## src/hw/flash_host_pkg.sv

```systemverilog
/*
 * Constants and carriers for the parallel NOR flash bus controller.
 * Assumes a 50 MHz single clock; timing figures are plain defaults.
 */
package flash_host_pkg;
    // ==========================================================
    // Widths
    localparam int ADDR_W = 23;
    localparam int DATA_W = 8;
    localparam int SECT_LSB = 16;
    localparam int SECT_W = 7;
    // ==========================================================
    // Timing in ns, clock period in ns
    localparam int CLK_NS = 20;
    localparam int ACCESS_NS = 90;          // Address/chip-select access time
    localparam int WRITE_PULSE_NS = 35;     // Strobe low width
    localparam int WRITE_HIGH_NS = 30;      // Strobe high between cycles
    localparam int RESET_PULSE_NS = 500;    // reset_pulse_min
    localparam int RESET_READ_NS = 50;      // reset_to_read_delay
    // Counts: least times round up
    localparam int ACCESS_CYC = (ACCESS_NS + CLK_NS - 1) / CLK_NS;
    localparam int WRITE_PULSE_CYC = (WRITE_PULSE_NS + CLK_NS - 1) / CLK_NS;
    localparam int WRITE_HIGH_CYC = (WRITE_HIGH_NS + CLK_NS - 1) / CLK_NS;
    localparam int RESET_PULSE_CYC = (RESET_PULSE_NS + CLK_NS - 1) / CLK_NS;
    localparam int RESET_READ_CYC = (RESET_READ_NS + CLK_NS - 1) / CLK_NS;
    localparam int CNT_W = 8;
    localparam int SYNC_CYC = 2;            // Two-flop input synchroniser latency
    // ==========================================================
    // Request kinds
    typedef enum logic [1:0] {
        OP_READ,
        OP_WRITE,
        OP_RESET
    } op_e;
    // Request from user
    typedef struct packed {
        op_e                      op;
        logic [ADDR_W-1:0]        addr;
        logic [DATA_W-1:0]        wdata;
    } req_s;
    // Pins to flash
    typedef struct packed {
        logic                     chip_sel_n;
        logic                     out_gate_n;
        logic                     write_n;
        logic                     reset_n;
        logic                     fast_program_pin;
        logic [ADDR_W-1:0]        addr;
    } pins_s;
    localparam logic [CNT_W-1:0] CNT_ONE = 8'h01;
endpackage

```

## src/hw/flash_host.sv

```systemverilog
/*
 * Host-side controller for an asynchronous parallel NOR flash: read,
 * command write, hardware reset pulse and accelerated program level.
 * Assumes the flash pins are wired directly; data lines are three signals.
 */
`timescale 1ns/1ps

// Contract
// - Read: chip select, gate low, strobe high
// - Write: strobe, select low, gate high
// - Short program mode: two writes per byte; code issues one bus write per request
// - High voltage only during accelerated programming; code drives it from accel_i in idle and during writes
// - Wait full access time after standby
// - Restart aborted operation after reset; code only returns to idle for the user to reissue it
// - Wait recovery delay before read
// - 23-bit address, top seven bits sector
module flash_host (
    // Clock and reset
    input  wire logic                           clk_i,
    input  wire logic                           reset_i,
    // User request
    input  wire logic                           req_valid_i,
    input  wire flash_host_pkg::req_s           req_i,
    input  wire logic                           accel_i,
    output logic                                req_ready_o,
    output logic                                rdata_valid_o,
    output logic [flash_host_pkg::DATA_W-1:0]   rdata_o,
    output logic                                busy_o,
    // Flash pins
    output flash_host_pkg::pins_s               pins_o,
    output logic [flash_host_pkg::DATA_W-1:0]   data_out_o,
    output logic                                data_oe_o,
    input  wire logic [flash_host_pkg::DATA_W-1:0] data_in_i,
    input  wire logic                           ready_busy_n_i
);
    // ==========================================================
    // State
    typedef enum logic [2:0] {
        S_IDLE, S_READ, S_WR_LOW, S_WR_HIGH, S_RST_LOW, S_RST_WAIT, S_RECOVER
    } state_e;

    state_e                               state_r, state_nxt;
    logic [flash_host_pkg::CNT_W-1:0]     cnt_r, cnt_nxt;
    flash_host_pkg::pins_s                pins_r, pins_nxt;
    logic [flash_host_pkg::DATA_W-1:0]    dout_r, dout_nxt;
    logic                                 doe_r, doe_nxt;
    logic [flash_host_pkg::DATA_W-1:0]    rdata_r, rdata_nxt;
    logic                                 rvalid_r, rvalid_nxt;
    logic                                 ready_r, ready_nxt;
    logic                                 busy_r, busy_nxt;
    logic [1:0]                           rb_sync_r;
    logic [flash_host_pkg::DATA_W-1:0]    din_s1_r, din_s2_r;

    // Count load helper
    function automatic logic [flash_host_pkg::CNT_W-1:0] cyc(input int n);
        cyc = flash_host_pkg::CNT_W'(n);
    endfunction

    // Pin input synchronisers
    always_ff @(posedge clk_i) begin
        rb_sync_r <= {rb_sync_r[0], ready_busy_n_i};
        din_s1_r  <= data_in_i;
        din_s2_r  <= din_s1_r;
    end

    // ==========================================================
    // Next-state logic
    always_comb begin
        state_nxt  = state_r;
        cnt_nxt    = cnt_r;
        pins_nxt   = pins_r;
        dout_nxt   = dout_r;
        doe_nxt    = doe_r;
        rdata_nxt  = rdata_r;
        rvalid_nxt = 1'b0;
        ready_nxt  = 1'b0;
        if (cnt_r != '0) begin
            cnt_nxt = cnt_r - flash_host_pkg::CNT_ONE;
        end
        unique case (state_r)
            S_IDLE: begin
                // Standby: select high, reset high, bus released
                pins_nxt.chip_sel_n = 1'b1;
                pins_nxt.out_gate_n = 1'b1;
                pins_nxt.write_n    = 1'b1;
                pins_nxt.reset_n    = 1'b1;
                pins_nxt.fast_program_pin = accel_i;
                doe_nxt   = 1'b0;
                ready_nxt = 1'b1;
                if (req_valid_i && ready_r) begin
                    ready_nxt     = 1'b0;
                    pins_nxt.addr = req_i.addr;
                    unique case (req_i.op)
                        flash_host_pkg::OP_READ: begin
                            pins_nxt.chip_sel_n = 1'b0;
                            pins_nxt.out_gate_n = 1'b0;
                            pins_nxt.fast_program_pin = 1'b0;
                            cnt_nxt   = cyc(flash_host_pkg::ACCESS_CYC + flash_host_pkg::SYNC_CYC);
                            state_nxt = S_READ;
                        end
                        flash_host_pkg::OP_WRITE: begin
                            // One bus write per request; short mode needs two
                            pins_nxt.chip_sel_n = 1'b0;
                            pins_nxt.write_n    = 1'b0;
                            dout_nxt  = req_i.wdata;
                            doe_nxt   = 1'b1;
                            cnt_nxt   = cyc(flash_host_pkg::WRITE_PULSE_CYC);
                            state_nxt = S_WR_LOW;
                        end
                        flash_host_pkg::OP_RESET: begin
                            pins_nxt.reset_n = 1'b0;
                            pins_nxt.fast_program_pin = 1'b0;
                            cnt_nxt   = cyc(flash_host_pkg::RESET_PULSE_CYC);
                            state_nxt = S_RST_LOW;
                        end
                        default: begin
                            ready_nxt = 1'b1;
                        end
                    endcase
                end
            end
            S_READ: begin
                if (cnt_r == '0) begin
                    rdata_nxt  = din_s2_r;
                    rvalid_nxt = 1'b1;
                    pins_nxt.chip_sel_n = 1'b1;
                    pins_nxt.out_gate_n = 1'b1;
                    state_nxt  = S_IDLE;
                end
            end
            S_WR_LOW: begin
                if (cnt_r == '0) begin
                    pins_nxt.write_n    = 1'b1;
                    pins_nxt.chip_sel_n = 1'b1;
                    cnt_nxt   = cyc(flash_host_pkg::WRITE_HIGH_CYC);
                    state_nxt = S_WR_HIGH;
                end
            end
            S_WR_HIGH: begin
                doe_nxt = 1'b0;
                if (cnt_r == '0) begin
                    state_nxt = S_IDLE;
                end
            end
            S_RST_LOW: begin
                if (cnt_r == '0) begin
                    pins_nxt.reset_n = 1'b1;
                    state_nxt = S_RST_WAIT;
                end
            end
            S_RST_WAIT: begin
                // Wait for busy to clear after reset
                if (rb_sync_r[1]) begin
                    cnt_nxt   = cyc(flash_host_pkg::RESET_READ_CYC);
                    state_nxt = S_RECOVER;
                end
            end
            S_RECOVER: begin
                // Back to idle so the user can reissue an aborted job
                if (cnt_r == '0) begin
                    state_nxt = S_IDLE;
                end
            end
            default: begin
                state_nxt = S_IDLE;
            end
        endcase
        busy_nxt = (state_nxt != S_IDLE);
    end

    // Registers
    always_ff @(posedge clk_i) begin
        if (reset_i) begin
            state_r  <= S_IDLE;
            cnt_r    <= '0;
            pins_r   <= '{chip_sel_n: 1'b1, out_gate_n: 1'b1, write_n: 1'b1,
                          reset_n: 1'b1, fast_program_pin: 1'b0, addr: '0};
            dout_r   <= '0;
            doe_r    <= 1'b0;
            rdata_r  <= '0;
            rvalid_r <= 1'b0;
            ready_r  <= 1'b0;
            busy_r   <= 1'b0;
        end else begin
            state_r  <= state_nxt;
            cnt_r    <= cnt_nxt;
            pins_r   <= pins_nxt;
            dout_r   <= dout_nxt;
            doe_r    <= doe_nxt;
            rdata_r  <= rdata_nxt;
            rvalid_r <= rvalid_nxt;
            ready_r  <= ready_nxt;
            busy_r   <= busy_nxt;
        end
    end

    // Outputs straight from flip-flops
    assign pins_o        = pins_r;
    assign data_out_o    = dout_r;
    assign data_oe_o     = doe_r;
    assign rdata_o       = rdata_r;
    assign rdata_valid_o = rvalid_r;
    assign req_ready_o   = ready_r;
    assign busy_o        = busy_r;

    // ==========================================================
    // Assertions
    a_read_pin_levels: assert property (@(posedge clk_i) disable iff (reset_i)
        (state_r == S_READ) |-> (!pins_r.chip_sel_n && !pins_r.out_gate_n && pins_r.write_n))
        else $error("read cycle pin levels wrong");
    a_write_pin_levels: assert property (@(posedge clk_i) disable iff (reset_i)
        (state_r == S_WR_LOW) |-> (!pins_r.chip_sel_n && pins_r.out_gate_n && !pins_r.write_n))
        else $error("write cycle pin levels wrong");
    a_read_access_wait: assert property (@(posedge clk_i) disable iff (reset_i)
        (state_r == S_IDLE && $past(state_r) == S_IDLE && state_nxt == S_READ)
        |=> (state_r == S_READ)[*5])
        else $error("read sampled before access time");
    a_reset_pulse_width: assert property (@(posedge clk_i) disable iff (reset_i)
        $fell(pins_r.reset_n) |-> !pins_r.reset_n[*8])
        else $error("reset pulse too short");
    a_idle_standby: assert property (@(posedge clk_i) disable iff (reset_i)
        (state_r == S_IDLE && $past(state_r) == S_IDLE) |-> (pins_r.chip_sel_n && pins_r.reset_n && !doe_r))
        else $error("idle not in standby");
    a_accel_not_reset: assert property (@(posedge clk_i) disable iff (reset_i)
        !pins_r.reset_n |-> !pins_r.fast_program_pin)
        else $error("fast program level during reset");
    a_accel_read_low: assert property (@(posedge clk_i) disable iff (reset_i)
        !pins_r.out_gate_n |-> !pins_r.fast_program_pin)
        else $error("fast program level during read");
    a_recover_busy: assert property (@(posedge clk_i) disable iff (reset_i)
        (state_r == S_RST_WAIT && !rb_sync_r[1]) |=> (state_r == S_RST_WAIT))
        else $error("left reset wait while busy");
    a_recover_delay: assert property (@(posedge clk_i) disable iff (reset_i)
        (state_r == S_RST_WAIT && rb_sync_r[1]) |=> (state_r == S_RECOVER)[*3])
        else $error("read allowed before recovery delay");
    c_read: cover property (@(posedge clk_i) rvalid_r);
    c_write: cover property (@(posedge clk_i) state_r == S_WR_HIGH);
    c_reset: cover property (@(posedge clk_i) state_r == S_RECOVER);
    c_accel: cover property (@(posedge clk_i) pins_r.fast_program_pin && !pins_r.write_n);
endmodule

```

## config.mk

```make
export PLATFORM = sky130hd
export DESIGN_NAME = flash_host
export DESIGN_NICKNAME = d
export VERILOG_FILES = /design/src/hw/flash_host_pkg.sv /design/src/hw/flash_host.sv
export SDC_FILE = /design/constraint.sdc
export NUM_CORES = 1
export LEC_CHECK = 0
export ABC_AREA = 1
export BUFFER_PORTS_ARGS = -buffer_cell sky130_fd_sc_hd__buf_2
export CAP_MARGIN = 30
export CORE_MARGIN = 2
export CORE_UTILIZATION = 50
export CTS_CLUSTER_DIAMETER = 60
export DETAILED_ROUTE_END_ITERATION = 12
export GPL_TIMING_DRIVEN = 0
export PLACE_DENSITY_LB_ADDON = 0.05
export SYNTH_ARGS = -nofsm -noshare
export SYNTH_HDL_FRONTEND = slang
export SYNTH_SLANG_ARGS = --single-unit
```

## constraint.sdc

```tcl
create_clock -name clk_i -period 4 [get_ports clk_i]
set_input_delay 1 -clock clk_i [delete_from_list [all_inputs] [get_ports clk_i]]
set_output_delay 1 -clock clk_i [all_outputs]
set_load 0.02 [all_outputs]
```

======== After elaboration in Yosys (flattened, before gate mapping) ========
Index checks and enable logic that the tools add are counted.
cells by class
  reductions and logical operators ........ 24
  muxes and demuxes ....................... 31
  equal/unequal tests ..................... 11
  add/subtract/negate cells ............... 1
  bitwise gates (word level) .............. 2
operators with widths
  operator             count
  $pmux 8 s3           2
  $mux 8               4
  $mux 28              1
  $mux 3               5
  $pmux 3 s5           1
  $mux 1               11
  $reduce_and 2->1     5
  $eq 3x3->1 const B   3
  $pmux 3 s3           1
  $logic_not 8->1      1
  $pmux 1 s2           4
  $reduce_bool 2->1    4
  $reduce_bool 8->1    1
  $reduce_or 2->1      4
  $sub 8x1->8 const B  1
  $eq 3x2->1 const B   2
  $ne 2x2->1 const B   3
  $reduce_and 3->1     2
  $reduce_bool 3->1    2
  $reduce_or 3->1      2
  $eq 3x1->1 const B   1
  $logic_not 3->1      1
  $pmux 1 s3           1
  $eq 2x1->1 const B   1
  other kinds (5)      6
word-level totals
  flip-flop bits (word level) ............. 77
  logic and storage cells ................. 86
  output and inout port bits .............. 48

======== Logic depth before layout (Yosys ltp) ========
Gate-level depths: netlist of the first run.
  depth in word-level cells ............... 5
  depth in mapped cells ................... 11

======== Worst setup path after synthesis of the first run ========
Ideal clock, no wire load.
  kind .................................... input -> register
  start ................................... in req_valid_i
  end ..................................... reg pins_r (netlist bit pins_o[24])
  arrival ................................. 1.723 ns
  required time ........................... 3.881 ns
  stages on the path ...................... 7
  buffers on the path ..................... 0
  slack ................................... 2.159 ns
  cell sequence ........................... nand2_1 -> nor2_2 -> nand2_1 -> nor2_1 -> inv_1 -> o21ai_0 -> nand2_1
on the way
  word-level cells in the longest chain between the ends .. 3
ends and longest elaborated chain
  element                 RTL line           text
  start: declaration      flash_host.sv:22   input wire logic req_valid_i,
  $logic_and 1x1->1       flash_host.sv:90   if (req_valid_i && ready_r) begin
  $mux 28                 flash_host.sv:90
  $pmux 1 s2              flash_host.sv:80   unique case (state_r)
  end signal: assignment  flash_host.sv:176  pins_r <= '{chip_sel_n: 1'b1, out_gate_n: 1'b1, write_n: 1'b1,
  end signal: assignment  flash_host.sv:187  pins_r <= pins_nxt;
  end: declaration        flash_host.sv:44   flash_host_pkg::pins_s pins_r, pins_nxt;
No other way between the ends.
A chain may end at the register's enable or synchronous reset.

======== Worst setup path in the final report of the first run ========
  start ................................... reg ready_r, in the netlist req_ready_o
  end ..................................... out req_ready_o
RTL lines
  element                   RTL line           text
  start: declaration        flash_host.sv:49   logic ready_r, ready_nxt;
  start signal: assignment  flash_host.sv:192  ready_r <= ready_nxt;
  end: declaration          flash_host.sv:25   output logic req_ready_o,
No word-level cell between the ends.

==> results.py, run 1 <==
metrics = {
    "cells_and_area": {
        "fillers": 515,
        "syn2layout_area_growth_pct": 26.8,
        "diodes": 0,
        "fin_util_pct": 65.3,
        "layout.nets": 503,
        "drive_gt1_share_pct": 29.8,
    },
    "clock_network": {
        "cts_sinks": 77,
        "numCtsBuffers": 9,
        "cts-resized-gates": 0,
        "cts_tree": "built",
        "cts_setup_buffers": 0,
        "holdBufCountCts": 0,
        "clockRootBuffer": "clkbuf_8",
        "clockBufferDepth": 2,
        "cts_max_level": 3,
        "clk_pin_slew_worst_paths_ns": 0.09,
        "clk_latency_ns": 0.35,
    },
    "setup_path": {
        "cp_data_required_time_ns": 3.00,
        "crit_path_start_kind": "register",
        "r2r_end": "cnt_r[0]",
        "cp.arrival_ns": 0.89,
        "cp.buffers_inverters": 1,
        "crit_path_start": "req_ready_o",
        "worstReg2RegStart": "cnt_r[0]",
        "worstRegToRegCells": 9,
        "cp_cell_sequence": "buf_2",
        "cpLargestDelayFamily": "flip-flops",
        "max_stage_delay_ns": 0.37,
        "path_max_fanout": 3,
        "cp_slowest_cell": "dfxtp_1",
        "r2r_slack_ns": 2.47,
        "path_class": "register to primary output",
        "cp-end-kind": "primary output",
    },
    "synthesis": {
        "synth_top_area_share_pct": 54.4,
        "synth_common_cells": "94 x nor2_1, 77 x dfxtp_1, 45 x o21ai_0",
        "ys_ff_latch": 77,
        "synth-edff-count": 0,
        "yosysSeqAreaShare_pct": 54.4,
        "yosysWarnings": 0,
        "avgSynthCellArea_sq_um": 8.10,
        "synth_cell_type_count": 30,
        "synth_largest_area_cell": "dfxtp_1",
        "post-synth-top-count-cell": "nor2_1",
        "async_flop_share_pct": 0,
        "synthesis.nets": 399,
        "netlist_area_sq_um": 2830,
        "ys.flop_type": "dfxtp_1",
        "synth_area_leaders": "dfxtp_1 54%, nor2_1 12%, o21ai_0 7.9%",
        "synth_cells": 350,
    },
    "sta": {
        "slew_headroom_pct": 68.1,
        "fin_tns_setup_ns": 0,
        "setup_viol_count_final": 0,
        "tightest_slew_ns": 0.478,
        "drv_slew": 0,
        "fin_crit_ns": 1.89,
        "clock.fmax_ghz": 0.529,
        "finalWorstSetupSlack_ns": 2.11,
        "hold_viol_final": 0,
        "rsz0062_at_grt": "no",
        "post-route-period-util_pct": 47.2,
        "fin_worst_skew_ns": 0.0138,
    },
    "die": {
        "core_sq_um": 5510,
        "dieArea_sq_um": 6290,
        "placementRows": 27,
        "pin_count": 94,
        "die_y_um": 79.3,
        "start_util_pct": 51.5,
        "dieWidth_um": 79.3,
    },
    "global_routing": {
        "grtUsageMet3_pct": 7.05,
        "use_met1_pct": 26.6,
        "grt_max_degree": 16,
        "grt_first_pass_wirelength_um": 10600,
        "antenna_found_initial": 0,
        "grtUsageTotal_pct": 21.7,
        "first_global_vias": 2374,
        "grtUsageMet2_pct": 34.4,
        "busiest_layer": "met2",
        "grt-ovfl-total": 0,
    },
    "flow_run": {
        "cap_violations": 0,
    },
    "run_status": {
        "outcome": "finished clean",
    },
    "placed_design": {
        "pre_cts_ws_ns": 1.91,
        "gp_congestion": 0.803,
        "portBuffers": 93,
        "hpwl_um": 4510,
    },
    "hold_path": {
        "holdCritPathClass": "register to register",
        "min_to": "din_s2_r[0]",
        "holdPathStages": 0,
        "min_from": "din_s1_r[0]",
    },
    "routing": {
        "ant_nets": 0,
        "finalWirelength_um": 6270,
        "drc": 0,
        "wl_per_cell_um": 11.8,
        "num_vias": 2545,
        "firstDrtPassIters": 4,
        "viasPerCell": 4.79,
        "drt_iter0_drc": 121,
    },
    "pwr": {
        "ir_drop_mv": 0.419,
        "total_power_mw": 2.17,
        "p_per_area_nw_per_um2": 605,
        "leakagePower_nw": 1.82,
    },
}
-- metal layers --
metal / wire (um) / part of all wire, %
met1: 2840 / 45
met2: 2960 / 47
met3: 384 / 6.1
met4: 83 / 1.3
met5: 0 / 0
-- registers in the layout, summed over array words and instances (netlist names), 2 cells and up --
name	count
din_s2_r	8
cnt_r	8
rb_sync_r	2
pins_o	28
rdata_o	8
data_out_o	8
din_s1_r	8
state_r	3
-- per-stage QoR --
stage	instance area [sq um]	hold WS (ns)	cells
6_report	3590	0.330	531
4_1_cts	3590	0.332	531
2_1_floorplan	2830	0.310	350
3_3_place_gp	3390	0.310	515
3_5_place_dp	3390	0.313	515
5_1_grt	3590	0.337	531
-- cell type report --
class | instances | area (sq um) | share of cell area (%)
Clock buffer | 9 | 124 | 3.45
Clock inverter | 7 | 81.3 | 2.26
Sequential cell | 77 | 1540 | 42.9
Timing Repair Buffer | 93 | 465 | 12.9
Inverter | 26 | 97.6 | 2.71
Multi-Input combinational cell | 234 | 1120 | 31.2
Buffer | 13 | 75.1 | 2.09
Tap cell | 72 | 90.1 | 2.51
-- power by group --
part | switching, mW | internal, mW
Combinational | 0.411 | 0.241
Clock | 0.305 | 0.297
Sequential | 0.0545 | 0.866
-- worst max-delay path by stage --
stage                    end  slack (ns)  depth (start not counted)
2_1_floorplan     pins_o[24]        2.16                          7
3_3_place_gp      pins_o[24]        1.87                          8
3_5_place_dp   data_out_o[0]        1.91                          7
4_1_cts          req_ready_o        2.10                          1
5_1_grt          req_ready_o        2.07                          1
6_report         req_ready_o        2.11                          1
-- cell usage in the layout (no fill, tap or decap), types with 3 or more instances in the layout --
cell,synthesis,final
nor2_4,3,3
nand4_1,4,4
o21ai_1,4,4
a21oi_1,7,7
nor2_2,4,4
dfxtp_1,77,77
inv_1,19,19
buf_2,5,98
o21ai_0,45,45
xor2_1,4,4
clkinvlp_4,0,3
ha_1,3,3
clkbuf_8,0,9
inv_2,7,7
clkbuf_1,4,4
nand3_1,12,12
nor2_1,94,94
nor3_1,3,3
nand2_1,39,39
-- cells by family after synthesis --
family | synth area share [%]
compound gates | 11.4
xor+xnor | 1.55
fa+ha+maj | 1.32
buf+inv | 6.09
flops | 54.4
simple gates | 25.2
(Power assumes the default switching activity.)
==> inputs of run 2 (changes only) <==
--- a/config.mk
+++ b/config.mk
@@ -5,11 +5,11 @@
 export SDC_FILE = /design/constraint.sdc
 export NUM_CORES = 1
 export LEC_CHECK = 0
-export ABC_AREA = 1
+export ABC_AREA = 0
 export BUFFER_PORTS_ARGS = -buffer_cell sky130_fd_sc_hd__buf_2
 export CAP_MARGIN = 30
 export CORE_MARGIN = 2
-export CORE_UTILIZATION = 50
+export CORE_UTILIZATION = 45
 export CTS_CLUSTER_DIAMETER = 60
 export DETAILED_ROUTE_END_ITERATION = 12
 export GPL_TIMING_DRIVEN = 0
==> constraint.sdc (replaced) <==
create_clock -name clk_i -period 1.7 [get_ports clk_i]
set_input_delay 0.425 -clock clk_i [delete_from_list [all_inputs] [get_ports clk_i]]
set_output_delay 0.425 -clock clk_i [all_outputs]
set_load 0.02 [all_outputs]
==> run 2 against run 1 <==
- the flow now finishes with violations (setup timing)
- sequential power increased by 130%
- count of clock-buffer cells in the layout unchanged
- wire length rose by 10%
- largest power group is now combinational cells
- sequential cell count stayed put
- combinational power rose to 3.5 times the previous value
- core utilization shrank 1.2 points
- global-route usage is 2.0 points lower
- critical path type is now register to register
- clock power grew 110%
- cell area up 6.2%
==> results.py, run 2 <==
metrics = {
    "clock_network": {
        "holdBufCountCts": 0,
        "clk_latency_ns": 0.36,
        "cts_sinks": 77,
        "clockRootBuffer": "clkbuf_8",
        "clockBufferDepth": 2,
        "numCtsBuffers": 9,
        "cts_tree": "built",
        "cts_max_level": 3,
        "clk_pin_slew_worst_paths_ns": 0.09,
    },
    "setup_path": {
        "cp.arrival_ns": 2.43,
        "path_common_cell": "buf_6",
        "cp.buffers_inverters": 4,
        "cp_cell_sequence": "or4_4, nor3_4, buf_6, inv_8, buf_4, buf_6, ha_4, a21oi_2, nor4_4, nor2_1",
        "cp-end-kind": "register",
        "cp_data_required_time_ns": 1.93,
        "cp_slowest_cell": "or4_4",
        "crit_path_start_kind": "register",
        "crit_path_start": "cnt_r[3]",
        "worstReg2RegStart": "cnt_r[3]",
        "path_class": "register to register",
        "cpLargestDelayFamily": "simple AND/OR/NAND/NOR gates",
        "path_max_fanout": 4,
        "max_stage_delay_ns": 0.55,
    },
    "die": {
        "dieArea_sq_um": 6870,
        "start_util_pct": 47.0,
        "placementRows": 28,
        "dieWidth_um": 82.9,
        "core_sq_um": 5960,
        "die_y_um": 82.9,
        "pin_count": 94,
    },
    "synthesis": {
        "async_flop_share_pct": 0,
        "netlist_area_sq_um": 2800,
        "synth_cell_type_count": 40,
        "yosysSeqAreaShare_pct": 55.0,
        "synth_largest_area_cell": "dfxtp_1",
        "synth_top_area_share_pct": 55.0,
        "ys_ff_latch": 77,
        "synth-edff-count": 0,
        "avgSynthCellArea_sq_um": 9.28,
        "post-synth-top-count-cell": "dfxtp_1",
        "ys.flop_type": "dfxtp_1",
        "synth_area_leaders": "dfxtp_1 55%, nand2_1 7.1%, mux2i_1 6.4%",
        "synth_common_cells": "77 x dfxtp_1, 53 x nand2_1, 35 x a21oi_1",
        "synthesis.nets": 351,
        "synth_cells": 302,
        "yosysWarnings": 0,
    },
    "flow_run": {
        "cap_violations": 0,
    },
    "sta": {
        "post-route-period-util_pct": 130,
        "fin_crit_ns": 2.20,
        "hold_viol_final": 0,
        "drv_slew": 0,
        "worst_hold_slack_ns": 0.162,
        "tightest_slew_ns": 0.574,
        "clock.fmax_ghz": 0.454,
        "rsz0062_at_grt": "yes",
        "fin_worst_skew_ns": 0.00682,
        "slew_headroom_pct": 61.7,
        "finalWorstSetupSlack_ns": -0.504,
        "setup_viol_count_final": 21,
    },
    "routing": {
        "viasPerCell": 5.09,
        "wl_per_cell_um": 13.9,
        "finalWirelength_um": 6900,
        "drc": 0,
        "drt_iter0_drc": 210,
        "num_vias": 2527,
        "firstDrtPassIters": 4,
        "ant_nets": 0,
    },
    "pwr": {
        "leakagePower_nw": 1.78,
        "ir_drop_mv": 0.978,
        "total_power_mw": 5.70,
        "p_per_area_nw_per_um2": 1490,
    },
    "cells_and_area": {
        "layout.nets": 465,
        "largest_reg_flops": 28,
        "syn2layout_area_growth_pct": 36.3,
        "design_area_sq_um": 3820,
        "diodes": 0,
        "final_common_cell": "buf_2",
        "drive_gt1_share_pct": 38.2,
        "final_cell_mix": "91 x buf_2, 73 x dfxtp_1, 52 x nand2_1",
    },
    "placed_design": {
        "portBuffers": 90,
        "hpwl_um": 4410,
        "gp_congestion": 0.842,
        "placed_area_sq_um": 3350,
    },
    "hold_path": {
        "min_from": "data_in_i[4]",
        "holdCritPathClass": "input pin to register",
    },
    "global_routing": {
        "grt_max_degree": 16,
        "grt-ovfl-total": 0,
        "grt_first_pass_wirelength_um": 11000,
        "antenna_found_initial": 0,
        "grtUsageTotal_pct": 19.7,
        "first_global_vias": 2331,
    },
    "run_status": {
        "outcome": "finished with violations",
        "violations": "setup timing",
    },
}
## run 2: changes by cell type in the layout (fill, tap and decap cells not counted), sizes merged, moves of 12 or more
cell | before | now
o21ai | 50 | 7
nand2 | 41 | 53
mux2i | 0 | 18
inv | 29 | 11
nor2 | 101 | 30
a21oi | 7 | 35
## run 2: path summary, 6_finish.rpt
| kind | endpoint | depth (start not counted) | slack (ns) |
|---|---|---|---|
| min | din_s1_r[4] | 1 | 0.16 |
| max | cnt_r[0] | 10 | -0.50 |
| min reg2reg | din_s2_r[5] | 0 | 0.33 |
| max reg2reg | cnt_r[0] | 10 | -0.50 |
## run 2: logic make-up (layout without fill, tap and decap cells)
group                    Yosys count  count (layout)  synth area share, %
AO/OA/AOI/OAI                     59              59                 12.5
buffers and inverters             26             145                 3.84
AND/OR/NAND/NOR                  112             112                 18.7
adder cells (fa/ha/maj)            3               3                 1.34
multiplexers                      18              18                 6.43
XOR/XNOR                           7               7                 2.19
flip-flops                        77              77                 55.0
## run 2: power by group
group	switching [mW]	internal [mW]	total, mW
Sequential	0.134	2.00	2.13
Clock	0.712	0.549	1.26
Combinational	1.14	1.16	2.30
## run 2: area by class of cell
type                    instances  area (sq um)
repair buffers                105           589
flip-flops and latches         77          1550
fillers                       549          2140
well taps                      75          93.8
multi-input cells             199          1280
plain buffers                  17          91.3
clock inverters                 7          55.1
clock buffers                   9           124
inverters                       7          33.8
## run 2: timing repair
action / CTS / global route
setup buffers: 12 / 4
setup endpoints to repair: 45 / 53
resized for setup: 28 / 31
pin swaps: 12 / 12
## run 2: stage by stage
stage	instances	worst slack [ns]	utilization, %	TNS (ns)
after floorplan	302	-0.449	-	-4.97
after global placement	467	-0.670	56.3	-17.40
after detailed placement	467	-0.681	56.3	-18.11
after CTS	494	-0.481	62.4	-6.60
after global routing	496	-0.587	64.1	-8.86
final	496	-0.504	64.1	-7.12
## run 2: metal layers
layer  vias up  routed length, um  GRT usage (%)
li1       1259                  -              -
met1      1173               2890           23.7
met5         -                  0              0
met4         0                123           6.56
met2        82               3370           31.7
met3        13                517           8.45
==> inputs of run 3 (changes only) <==
--- a/config.mk
+++ b/config.mk
@@ -17,3 +17,4 @@
 export SYNTH_ARGS = -nofsm -noshare
 export SYNTH_HDL_FRONTEND = slang
 export SYNTH_SLANG_ARGS = --single-unit
+export TNS_END_PERCENT = 1
==> run 3 against run 2 <==
- the flow still finishes with violations (setup timing)
- first-iteration DRC count is 19% lower
- final cell count is 1.6% lower
- die area stayed put
- register-to-register slack hardly changed
- combinational power is 31% lower
- sequential share of layout area is 1.4 points higher
- core utilization is 2.2 points lower
- sequential power hardly changed
- count of clock-buffer cells in the layout stayed put
- wire length is 8.6% lower
- setup slack worse by 0.0036 ns
- critical endpoint is now rdata_o[3]
==> results.py, run 3 (synthesis gave the netlist of run 2 again) <==
metrics = {
    "routing": {
        "ant_nets": 0,
        "finalWirelength_um": 6300,
        "wl_per_cell_um": 12.9,
        "drc": 0,
        "viasPerCell": 4.91,
        "drt_iter0_drc": 170,
        "num_vias": 2396,
        "firstDrtPassIters": 5,
    },
    "global_routing": {
        "grt_max_degree": 15,
        "grtUsageTotal_pct": 19.0,
        "antenna_found_initial": 0,
        "grt_first_pass_wirelength_um": 10500,
        "first_global_vias": 2232,
        "grt-ovfl-total": 0,
    },
    "cells_and_area": {
        "final_common_cell": "buf_2",
        "largest_reg_flops": 28,
        "diodes": 0,
        "syn2layout_area_growth_pct": 31.7,
        "final_cell_mix": "93 x buf_2, 74 x dfxtp_1, 53 x nand2_1",
        "drive_gt1_share_pct": 32.4,
        "finalNonFillerCells": 488,
        "layout.nets": 457,
    },
    "sta": {
        "setup_viol_count_final": 16,
        "fin_crit_ns": 2.21,
        "drv_slew": 0,
        "hold_viol_final": 0,
        "slew_headroom_pct": 64.4,
        "clock.fmax_ghz": 0.453,
        "fin_worst_skew_ns": 0.00901,
        "tightest_slew_ns": 0.534,
        "worst_hold_slack_ns": 0.162,
        "post-route-period-util_pct": 130,
        "rsz0062_at_grt": "yes",
        "finalWorstSetupSlack_ns": -0.508,
    },
    "pwr": {
        "p_per_area_nw_per_um2": 1470,
        "ir_drop_mv": 0.749,
        "leakagePower_nw": 1.74,
        "total_power_mw": 5.41,
    },
    "setup_path": {
        "path_class": "register to register",
        "max_stage_delay_ns": 0.56,
        "cp_slowest_cell": "or4_4",
        "path_max_fanout": 10,
        "path_common_cell": "or4_4",
        "cp-end-kind": "register",
        "cp_data_required_time_ns": 1.93,
        "crit_path_start_kind": "register",
        "cp.arrival_ns": 2.44,
        "cp_cell_sequence": "or4_4, nor3_4, buf_6, inv_6, or4_4, buf_12, mux2i_1, nor2_1",
    },
    "clock_network": {
        "cts_tree": "built",
        "numCtsBuffers": 9,
        "cts_max_level": 3,
        "holdBufCountCts": 0,
        "clk_pin_slew_worst_paths_ns": 0.09,
        "clk_latency_ns": 0.36,
        "clockBufferDepth": 2,
        "clockRootBuffer": "clkbuf_8",
        "cts_sinks": 77,
    },
    "placed_design": {
        "portBuffers": 90,
        "dp_cells": 467,
        "pre_cts_ws_ns": -0.663,
        "gp_congestion": 0.842,
        "hpwl_um": 4460,
    },
    "run_status": {
        "violations": "setup timing",
        "outcome": "finished with violations",
    },
    "hold_path": {
        "holdCritPathClass": "input pin to register",
    },
    "die": {
        "die_y_um": 82.9,
        "pin_count": 94,
        "start_util_pct": 47.0,
        "placementRows": 28,
        "dieWidth_um": 82.9,
        "core_sq_um": 5960,
        "dieArea_sq_um": 6870,
    },
    "flow_run": {
        "cap_violations": 0,
    },
}
==> run 3: cell types whose count changed in the layout (fill, tap and decap cells not counted), sizes merged <==
cell    delta
inv        -2
bufinv     +3
clkbuf     -2
clkinv     -1
buf        -6
==> run 3: per-stage QoR <==
stage	area (sq um)	utilization (%)	setup TNS [ns]
6_report	3690	61.9	-6.07
5_1_grt	3690	61.9	-7.44
4_1_cts	3660	61.4	-6.09
3_5_place_dp	3350	56.2	-18.39
3_3_place_gp	3350	56.2	-17.55
2_1_floorplan	2810	-	-5.17
==> run 3: worst max-delay path: cells and delay by family, from the launching register on <==
kind / cells / cell delay [ns]
and+or+nand+nor: 4 / 1.22
buffers and inverters: 3 / 0.37
muxes: 1 / 0.15
DFF: 1 / 0.34
==> run 3: worst paths after layout <==
check,startpoint,to,slack [ns],depth (start not counted)
setup / recovery,cnt_r[4],rdata_o[3],-0.51,8
hold / removal,data_in_i[7],din_s1_r[7],0.16,1
setup reg to reg,cnt_r[4],rdata_o[3],-0.51,8
hold reg to reg,din_s1_r[6],din_s2_r[6],0.33,0
==> run 3: final cells by class <==
class | count | area (sq um)
Clock inverter | 7 | 120
Sequential cell | 77 | 1550
Multi-Input combinational cell | 199 | 1180
Buffer | 19 | 103
Inverter | 7 | 31.3
Tap cell | 75 | 93.8
Fill cell | 554 | 2270
Timing Repair Buffer | 95 | 492
Clock buffer | 9 | 124
==> run 3: what timing repair did <==
| item | 4_1_cts | 5_1_grt |
|---|---|---|
| setup buffers | 4 | 1 |
| pin swaps | 3 | 2 |
| gates resized for setup | 16 | 15 |
| setup endpoints to repair | 53 | 54 |
==> run 3: layer usage <==
metal / global-route usage, % / vias to the layer above / wire, um
met3: 7.26 / 11 / 494
li1: - / 1245 / -
met4: 7.15 / 0 / 97
met5: 0 / - / 0
met1: 23.9 / 1070 / 2790
met2: 29.4 / 70 / 2920
==> run 3: power by group <==
group          total, mW  internal [mW]  switching [mW]
Sequential          2.12           1.99           0.124
Combinational       1.59          0.743           0.852
Clock               1.69          0.982           0.712
